`config.mk`:
```
export PLATFORM = sky130hd
export DESIGN_NAME = tmic_top
export DESIGN_NICKNAME = d
export VERILOG_FILES = /design/src/design/tmic_pick.v /design/src/design/tmic_top.v
export VERILOG_INCLUDE_DIRS = /design/src /design/src/design
export SDC_FILE = /design/constraint.sdc
export NUM_CORES = 1
export LEC_CHECK = 0
export ABC_AREA = 1
export BUFFER_PORTS_ARGS = -buffer_cell sky130_fd_sc_hd__clkbuf_2
export CORE_MARGIN = 3
export CORE_UTILIZATION = 40
export CTS_BUF_LIST = sky130_fd_sc_hd__clkbuf_4
export DETAILED_ROUTE_END_ITERATION = 8
export PLACE_DENSITY = 0.59
export RECOVER_POWER = 100
export SYNTH_ARGS = -nofsm -noshare
export SYNTH_HDL_FRONTEND = slang
export SYNTH_SLANG_ARGS = --single-unit
```
`constraint.sdc`:
```
create_clock -name clk_in -period 3 [get_ports clk_in]
set_clock_uncertainty 0.2 [all_clocks]
set_input_delay 0.45 -clock clk_in [delete_from_list [all_inputs] [get_ports clk_in]]
set_output_delay 0.45 -clock clk_in [all_outputs]
set_load 0.01 [all_outputs]
```
`src/design/tmic_defs.vh`:
```
// Constants for the touch controller interrupt block
`ifndef TMIC_DEFS_VH
`define TMIC_DEFS_VH

`define TMIC_NSRC        24
`define TMIC_IDW         5
`define TMIC_AW          4
`define TMIC_DW          32
`define TMIC_A_FLAG      4'h0
`define TMIC_A_ENABLE    4'h1
`define TMIC_A_PRIO      4'h2
`define TMIC_A_TYPE      4'h3
`define TMIC_A_IRQSTAT   4'h4
`define TMIC_A_IRQMASK   4'h5
`define TMIC_A_ACTIVE    4'h6
`define TMIC_RST_24      24'h000000
`define TMIC_ACT_VALID   7
`define TMIC_ACT_HIGH    6
`define TMIC_EV_NEWREQ   0
`define TMIC_EV_OVERRUN  1
`define TMIC_NEV         2

`endif

```
`src/design/tmic_pick.v`:
```
// Priority picker: lowest-index set bit of a request vector
`timescale 1ns/1ps
`default_nettype none
`include "tmic_defs.vh"
module tmic_pick
(
    input  wire [`TMIC_NSRC-1:0] req_in,
    output reg                   any_out,
    output reg  [`TMIC_IDW-1:0]  id_out
);
    integer i;

    // Scan from top so the lowest index wins
    always @*
    begin
        any_out = 1'b0;
        id_out  = {`TMIC_IDW{1'b0}};
        for (i = `TMIC_NSRC-1; i >= 0; i = i - 1)
        begin
            if (req_in[i])
            begin
                any_out = 1'b1;
                id_out  = i[`TMIC_IDW-1:0];
            end
        end
    end
endmodule
`default_nettype wire

```
`src/design/tmic_top.v`:
```
// Interrupt controller: flags, enables, priorities and request selection
`timescale 1ns/1ps
`default_nettype none
`include "tmic_defs.vh"
module tmic_top
(
    input  wire                   clk_in,
    input  wire                   nrst_in,
    input  wire [`TMIC_NSRC-1:0]  src_in,
    input  wire [`TMIC_AW-1:0]    addr_in,
    input  wire [`TMIC_DW-1:0]    wdata_in,
    input  wire                   wr_in,
    input  wire                   rd_in,
    output reg  [`TMIC_DW-1:0]    rdata_out,
    output reg                    irq_req_out,
    output reg                    irq_high_out,
    output reg  [`TMIC_IDW-1:0]   irq_id_out,
    output reg                    irq_out
);
    reg  [`TMIC_NSRC-1:0] s1_r;
    reg  [`TMIC_NSRC-1:0] s2_r;
    reg  [`TMIC_NSRC-1:0] s3_r;
    reg  [`TMIC_NSRC-1:0] edge_flag_r;
    reg  [`TMIC_NSRC-1:0] enable_r;
    reg  [`TMIC_NSRC-1:0] prio_r;
    reg  [`TMIC_NSRC-1:0] type_r;
    reg  [`TMIC_NEV-1:0]  ev_stat_r;
    reg  [`TMIC_NEV-1:0]  ev_mask_r;
    reg                   req_prev_r;
    wire [`TMIC_NSRC-1:0] rise;
    wire [`TMIC_NSRC-1:0] flags;
    wire [`TMIC_NSRC-1:0] pend;
    wire [`TMIC_NSRC-1:0] pend_hi;
    wire                  any_hi;
    wire                  any_lo;
    wire [`TMIC_IDW-1:0]  id_hi;
    wire [`TMIC_IDW-1:0]  id_lo;
    wire [`TMIC_NSRC-1:0] flag_clr;
    wire [`TMIC_NEV-1:0]  ev_set;
    reg  [`TMIC_DW-1:0]   rdata_nxt;

    // Register write decode
    function wr_hit;
        input [`TMIC_AW-1:0] a;
        input [`TMIC_AW-1:0] b;
        begin
            wr_hit = (a == b);
        end
    endfunction

    // Presented source: high-priority pick first, else low
    function [`TMIC_IDW-1:0] sel_id;
        input                 hi;
        input [`TMIC_IDW-1:0] a;
        input [`TMIC_IDW-1:0] b;
        begin
            sel_id = hi ? a : b;
        end
    endfunction

    // Source lines come from other logic: two-stage synchroniser, third for edges
    always @(posedge clk_in or negedge nrst_in)
    begin
        if (!nrst_in)
        begin
            s1_r <= `TMIC_RST_24;
            s2_r <= `TMIC_RST_24;
            s3_r <= `TMIC_RST_24;
        end
        else
        begin
            s1_r <= src_in;
            s2_r <= s1_r;
            s3_r <= s2_r;
        end
    end

    assign rise     = s2_r & ~s3_r;
    assign flag_clr = (wr_in && wr_hit(addr_in, `TMIC_A_FLAG)) ?
                      wdata_in[`TMIC_NSRC-1:0] : `TMIC_RST_24;

    // Edge flags latch on a rising edge; set beats a clear in the same cycle
    always @(posedge clk_in or negedge nrst_in)
    begin
        if (!nrst_in)
            edge_flag_r <= `TMIC_RST_24;
        else
            edge_flag_r <= (edge_flag_r & ~flag_clr) | rise;
    end

    // Type 1 = edge, 0 = level; level flags mirror the synced line
    assign flags   = (type_r & edge_flag_r) | (~type_r & s2_r);
    assign pend    = flags & enable_r;
    assign pend_hi = pend & prio_r;

    tmic_pick u_pick_hi
    (
        .req_in  (pend_hi),
        .any_out (any_hi),
        .id_out  (id_hi)
    );

    tmic_pick u_pick_lo
    (
        .req_in  (pend),
        .any_out (any_lo),
        .id_out  (id_lo)
    );

    // Source enables: enabled alone means low priority
    always @(posedge clk_in or negedge nrst_in)
    begin
        if (!nrst_in)
            enable_r <= `TMIC_RST_24;
        else if (wr_in && wr_hit(addr_in, `TMIC_A_ENABLE))
            enable_r <= wdata_in[`TMIC_NSRC-1:0];
    end

    // Priority bits: only matter where the enable is set
    always @(posedge clk_in or negedge nrst_in)
    begin
        if (!nrst_in)
            prio_r <= `TMIC_RST_24;
        else if (wr_in && wr_hit(addr_in, `TMIC_A_PRIO))
            prio_r <= wdata_in[`TMIC_NSRC-1:0];
    end

    // Source type: all level after reset
    always @(posedge clk_in or negedge nrst_in)
    begin
        if (!nrst_in)
            type_r <= `TMIC_RST_24;
        else if (wr_in && wr_hit(addr_in, `TMIC_A_TYPE))
            type_r <= wdata_in[`TMIC_NSRC-1:0];
    end

    // Event mask for the summary interrupt
    always @(posedge clk_in or negedge nrst_in)
    begin
        if (!nrst_in)
            ev_mask_r <= {`TMIC_NEV{1'b0}};
        else if (wr_in && wr_hit(addr_in, `TMIC_A_IRQMASK))
            ev_mask_r <= wdata_in[`TMIC_NEV-1:0];
    end

    // Controller's own events: new request raised, and edge while flag already set
    assign ev_set[`TMIC_EV_NEWREQ]  = any_lo & ~req_prev_r;
    assign ev_set[`TMIC_EV_OVERRUN] = |(rise & edge_flag_r & type_r);

    // Previous request level, so only a rising request is an event
    always @(posedge clk_in or negedge nrst_in)
    begin
        if (!nrst_in)
            req_prev_r <= 1'b0;
        else
            req_prev_r <= any_lo;
    end

    // Sticky status, write one to clear, set wins
    always @(posedge clk_in or negedge nrst_in)
    begin
        if (!nrst_in)
        begin
            ev_stat_r <= {`TMIC_NEV{1'b0}};
        end
        else
        begin
            if (wr_in && wr_hit(addr_in, `TMIC_A_IRQSTAT))
                ev_stat_r <= (ev_stat_r & ~wdata_in[`TMIC_NEV-1:0]) | ev_set;
            else
                ev_stat_r <= ev_stat_r | ev_set;
        end
    end

    // Processor-facing outputs, high priority chosen first
    always @(posedge clk_in or negedge nrst_in)
    begin
        if (!nrst_in)
        begin
            irq_req_out  <= 1'b0;
            irq_high_out <= 1'b0;
            irq_id_out   <= {`TMIC_IDW{1'b0}};
            irq_out      <= 1'b0;
        end
        else
        begin
            irq_req_out  <= any_lo;
            irq_high_out <= any_hi;
            irq_id_out   <= sel_id(any_hi, id_hi, id_lo);
            irq_out      <= |(ev_stat_r & ev_mask_r);
        end
    end

    // Read mux
    always @*
    begin
        rdata_nxt = {`TMIC_DW{1'b0}};
        case (addr_in)
            `TMIC_A_FLAG:    rdata_nxt[`TMIC_NSRC-1:0] = flags;
            `TMIC_A_ENABLE:  rdata_nxt[`TMIC_NSRC-1:0] = enable_r;
            `TMIC_A_PRIO:    rdata_nxt[`TMIC_NSRC-1:0] = prio_r;
            `TMIC_A_TYPE:    rdata_nxt[`TMIC_NSRC-1:0] = type_r;
            `TMIC_A_IRQSTAT: rdata_nxt[`TMIC_NEV-1:0]  = ev_stat_r;
            `TMIC_A_IRQMASK: rdata_nxt[`TMIC_NEV-1:0]  = ev_mask_r;
            `TMIC_A_ACTIVE:
            begin
                rdata_nxt[`TMIC_ACT_VALID] = any_lo;
                rdata_nxt[`TMIC_ACT_HIGH]  = any_hi;
                rdata_nxt[`TMIC_IDW-1:0]   = sel_id(any_hi, id_hi, id_lo);
            end
            default:         rdata_nxt = {`TMIC_DW{1'b0}};
        endcase
    end

    // Read data valid the cycle after the strobe only
    always @(posedge clk_in or negedge nrst_in)
    begin
        if (!nrst_in)
            rdata_out <= {`TMIC_DW{1'b0}};
        else if (rd_in)
            rdata_out <= rdata_nxt;
        else
            rdata_out <= {`TMIC_DW{1'b0}};
    end
endmodule
`default_nettype wire

```
# After elaboration in Yosys (flattened, before gate mapping)
# Index checks and enable logic that the tools add are counted.
[totals]
mem_count = 0
ff_bits = 212
rom_bits = 0
output_inout_bits = 40
in_bits = 64
latchBits = 0
ram_bits = 0
[classes]
n_reduce_logical = 9
shift = 0
eq_ne = 6
n_lt_le_gt_ge = 0
n_addsub = 0
div = 0
bitwise = 20
n_mul = 0
mux = 105
[op_table]
columns = ["cell", "n"]
rows = [
  ["2-to-1 mux 5 bit", 49],
  ["AND 24 bit", 8],
  ["NOT 24 bit", 3],
  ["case mux 16 bit (4 select lines)", 1],
  ["2-to-1 mux 1 bit", 48],
  ["2-to-1 mux 24 bit", 2],
  ["OR 24 bit", 2],
  ["OR reduction 24 bit", 1],
  ["case mux 3 bit (5 select lines)", 1],
  ["case mux 2 bit (7 select lines)", 1],
  ["equality test 4 x 3 -> 1 bit, second input constant", 3],
  ["case mux 2 bit (5 select lines)", 1],
  ["equality test 4 x 2 -> 1 bit, second input constant", 2],
  ["logical AND 1 bit", 6],
  ["AND 2 bit", 2],
  ["equality test 4 x 1 -> 1 bit, second input constant", 1],
  ["logical NOT 4 bit", 1],
  ["OR 2 bit", 2],
  ["case mux 1 bit (4 select lines)", 1],
  ["2-to-1 mux 2 bit", 1],
  ["NOT 2 bit", 1],
  ["OR reduction 2 bit", 1],
  ["AND 1 bit", 1],
  ["NOT 1 bit", 1],
]

# Longest topological paths before layout
[depth]
depth_word = 32
mapped_depth = 31

# Cells and area by module
# From an unflattened synthesis, not the netlist that was laid out.
[unflattened]
cells_unflattened = 1098
area_unflattened_um2 = 9063.7
[by_module_without_submodules]
columns = ["module", "seq_area_each_um2", "instances", "cells_each", "area_per_inst_um2"]
rows = [
  ["tmic_top", 5104.9, 1, 940, 8415.6],
  ["tmic_pick", 0.0, 2, 79, 324.1],
]

# Worst setup path before layout
# No wires, ideal clock.
[synth_path]
path_kind = "reg-to-reg"
start = "register type_r[20]"
end = "register rdata_out[0]"
arrival_ps = 1872
setup_ps = 137
path_buffers = 0
stages_incl_launch_ff = 27
slack_ps = 791
cell_sequence = "dfrtp_1 > o21ai_1 > nand2_1 > nand2_1 > nand2_1 > nand2_1 > nand2_1 > nand2_1 > nand2_1 > nand2_1 > nand2_1 > nand2_1 > nand2_1 > nand2_1 > nand2_1 > nand2_1 > nand2_1 > nand2_1 > nand2_1 > nand2_1 > nand2_1 > nand2_1 > nand2_1 > nand2_2 > nand2_2 > nand2_2 > a21oi_2"
[synth_via]
elab_chain_len = 29
elab_cells_between_ends = 72
classes_between = "mux: 66; bitwise: 6"
[synth_rtl]
columns = ["element", "line", "text"]
rows = [
  ["from (decl)", "tmic_top.v:26", "reg [`TMIC_NSRC-1:0] type_r;"],
  ["from (signal assigned)", "tmic_top.v:132", "type_r <= `TMIC_RST_24;"],
  ["from (signal assigned)", "tmic_top.v:134", "type_r <= wdata_in[`TMIC_NSRC-1:0];"],
  ["NOT 24 bit", "tmic_top.v:92", "assign flags = (type_r & edge_flag_r) | (~type_r & s2_r);"],
  ["AND 24 bit", "tmic_top.v:92", ""],
  ["OR 24 bit *", "tmic_top.v:92", ""],
  ["AND 24 bit *", "tmic_top.v:93", "assign pend = flags & enable_r;"],
  ["AND 24 bit", "tmic_top.v:94", "assign pend_hi = pend & prio_r;"],
  ["2-to-1 mux 5 bit / 2-to-1 mux 1 bit (equally long branches) (21 in series)", "tmic_pick.v:20", "if (req_in[i])"],
  ["2-to-1 mux 5 bit *", "tmic_top.v:57", "sel_id = hi ? a : b;"],
  ["case mux 2 bit (7 select lines) *", "tmic_top.v:198", "case (addr_in)"],
  ["2-to-1 mux 24 bit *", "tmic_top.v:220", "else if (rd_in)"],
  ["to (signal assigned)", "tmic_top.v:219", "rdata_out <= {`TMIC_DW{1'b0}};"],
  ["to (signal assigned)", "tmic_top.v:221", "rdata_out <= rdata_nxt;"],
  ["to (signal assigned)", "tmic_top.v:223", "rdata_out <= {`TMIC_DW{1'b0}};"],
  ["to (decl)", "tmic_top.v:14", "output reg [`TMIC_DW-1:0] rdata_out,"],
]
# Every way passes the cells marked *; elsewhere a longest branch is shown, timed or not.
# A chain may end at the register's enable or synchronous reset.

# Final worst setup path
[layout_path]
start = "input addr_in[3]"
end = "register prio_r[4]"
[layout_via]
elab_chain_len = 2
[layout_rtl]
columns = ["element", "line", "text"]
rows = [
  ["from (decl)", "tmic_top.v:10", "input wire [`TMIC_AW-1:0] addr_in,"],
  ["equality test 4 x 2 -> 1 bit", "tmic_top.v:47", "wr_hit = (a == b);"],
  ["logical AND 1 bit", "tmic_top.v:124", "else if (wr_in && wr_hit(addr_in, `TMIC_A_PRIO))"],
  ["to (signal assigned)", "tmic_top.v:123", "prio_r <= `TMIC_RST_24;"],
  ["to (signal assigned)", "tmic_top.v:125", "prio_r <= wdata_in[`TMIC_NSRC-1:0];"],
  ["to (decl)", "tmic_top.v:25", "reg [`TMIC_NSRC-1:0] prio_r;"],
]
# No other way between the ends.

==> flow_summary.toml <==
[status]
status = "finished clean"

[critical_path]
critical_path_class = "input port to register"
reg2reg_depth = 15
crit_chain = "dlygate4sd3_1 -> clkbuf_2 -> nor2_1 -> inv_1 -> nor2_1 -> clkbuf_1 -> nand2_1 -> clkbuf_4 -> nand2_1 -> o21ai_0"
slowest_delay_ns = 0.74
crit_slowest_cell = "clkbuf_1"
ff2ff_setup_slack_ns = 0.38
reg2reg_to = "rdata_out[1]"
crit_fanout = 48
cp.required_ns = 3.30
end_kind = "register"
startpoint = "addr_in[3]"
reg2reg_from = "type_r[23]"
startpoint_type = "input port"
crit_arrival_ns = 3.03

[clock_tree]
cts_setup_buffers = 0
numCtsBuffers = 51
clk_latency_ns = 0.66
htree_levels = 2
clockRootBuffer = "clkbuf_4"
cts_tree = "yes"
clk_pin_slew_ns = 0.06
cts.sinks = 204
ctsLongestPathBuffers = 3

[global_route]
grt_pass1_vias = 6639
grt_max_degree = 71
grt_pass1_wl_mm = 33.2
grt_use_total_pct = 18.7
grt_overflow = 0
antenna_found_initial = 1

[power_and_ir_drop]
vdd_drop_max_mv = 0.356
p_leak_nw = 4.80
total_power_w = 0.00681
power_density_mw_per_mm2 = 676

[finish]
stdcell_area_mm2 = 0.0101
fin_nets = 1131
layout_commonest_cell = "nand2_1"
fin_util_pct = 50.6
final_cell_mix = "nand2_1, dfrtp_1, o21ai_0"
layout-drive-gt1-share_pct = 14.6
synthToLayoutAreaGrowth_pct = 21.9

[worst_hold_path]
hold_path_class = "input port to register"
whs_endpoint = "rdata_out[1]"
hp-start = "addr_in[1]"
hold_path_depth = 4

[sta]
slew_headroom_pct = 17.7
fin_crit_ns = 2.73
hold_violations = 0
finalSetupViolations = 0
worst_slew_pin_slew_ns = 1.23
setup-tns-final_ns = 0
fmax_mhz = 367
final.period_utilization_pct = 90.9
drv_slew = 0
finalHoldWorstSlack_ns = 0.0341

[place]
dpl.hpwl_mm = 13.3
gp_congestion = 0.838
port_buffers = 87
postPlaceCellArea_mm2 = 0.00904

[floorplan]
ios = 104
initial_utilization_pct = 41.5
dieWidth_um = 150
fp.dieH_um = 150
coreArea_mm2 = 0.0199
dieArea_mm2 = 0.0224
rows = 51

[yosys]
synth.distinct_cells = 37
synth_area_leaders = "dfrtp_1, nand2_1, o21ai_0, inv_1, nor3_1"
synth_area_per_cell_um2 = 9.30
seq_area_frac_synth_pct = 61.7
ys_ff_latch = 204
synth_top_area_share_pct = 61.7
synth_cells = 889
yosys.area.top_type = "dfrtp_1"
ys_warn_count = 0
syn_area_mm2 = 0.00827

[detailed_routing]
postRouteAntennaNets = 0
first_pass_iters = 6
drc = 0
drt_wl_total_mm = 20.1
dr_total_vias = 6612
drt_iter0_markers = 449
vias_per_cell = 4.86
wl_per_cell_um = 14.8

[flow_run]
cap_violations = 0
## Yosys cell counts (all sizes together)
cell type  count
a2111oi        1
a21boi         1
a21oi          6
a221oi         4
a22o           2
a22oi         18
a31oi         19
a32o           1
a41oi          4
buf            8
clkbuf        27
clkinv         2
conb           1
dfrtp        204
inv           73
nand2        259
nand3         25
nand4          1
nor2          38
nor3          29
nor3b          1
nor4           6
o21a           1
o21ai        150
o21bai         1
o22ai          3
o31ai          4
## stage by stage
step	instances	setup slack, ns
finish	1360	0.272
global route	1360	-0.00607
CTS	1358	0.382
detailed placement	1227	0.444
global placement	1227	0.463
floorplan	896	0.791
## worst max-delay path by stage
stage                               to  slack [ns]
after floorplan           rdata_out[0]        0.79
after global placement    rdata_out[0]        0.46
after detailed placement  rdata_out[0]        0.44
after CTS                 rdata_out[1]        0.38
after global routing      rdata_out[0]      -0.006
final                        prio_r[4]        0.27
## sequential cells by signal, indices dropped and copies added, names as in the netlist
| register | flops |
|---|---|
| edge_flag_r | 24 |
| enable_r | 24 |
| prio_r | 24 |
| rdata_out | 24 |
| s1_r | 24 |
| s2_r | 24 |
| s3_r | 24 |
| type_r | 24 |
| irq_id_out | 5 |
| ev_mask_r | 2 |
| ev_stat_r | 2 |
| irq_high_out | 1 |
| irq_out | 1 |
| req_prev_r | 1 |
## cell families after synthesis
kind of cell / synth area share [%]
compound gates: 14.8
buf+inv: 5.48
flops: 61.7
other cells: 0.0454
simple gates: 17.9
## layout make-up
cell class / instances / area (um^2)
antenna: 2 / 5.00
clock buffer: 76 / 571
clock inverter: 3 / 37.5
fill: 1921 / 9830
inverter: 75 / 282
multi-input combinational: 582 / 2750
sequential: 204 / 5100
tap: 265 / 332
timing repair buffer: 153 / 997
## power by group
group          internal [W]  switching [W]  leakage, nW  total [W]
Clock               0.00122        0.00102        0.370    0.00224
Sequential          0.00309       0.000241         2.44    0.00333
Combinational      0.000449       0.000799         1.99    0.00125
## critical path, delay by kind of cell
family	cells	cell delay [ns]
AO/OA/AOI/OAI	1	0.09
buffers and inverters	5	1.89
AND/OR/NAND/NOR	4	0.59
## per-layer routing
layer,vias up,GRT usage (%),routed length [um]
met3,35,3.63,981
met5,-,0,0
li1,3325,-,-
met1,3083,25.5,9380
met4,0,6.95,370
met2,169,29.8,9350
## timing repair
action	in CTS	in global routing
setup endpoints to repair	0	1
hold buffers	52	0
hold endpoints to repair	326	0
gates resized for setup	0	3
Note: power is estimated with default switching activity, not from simulation.
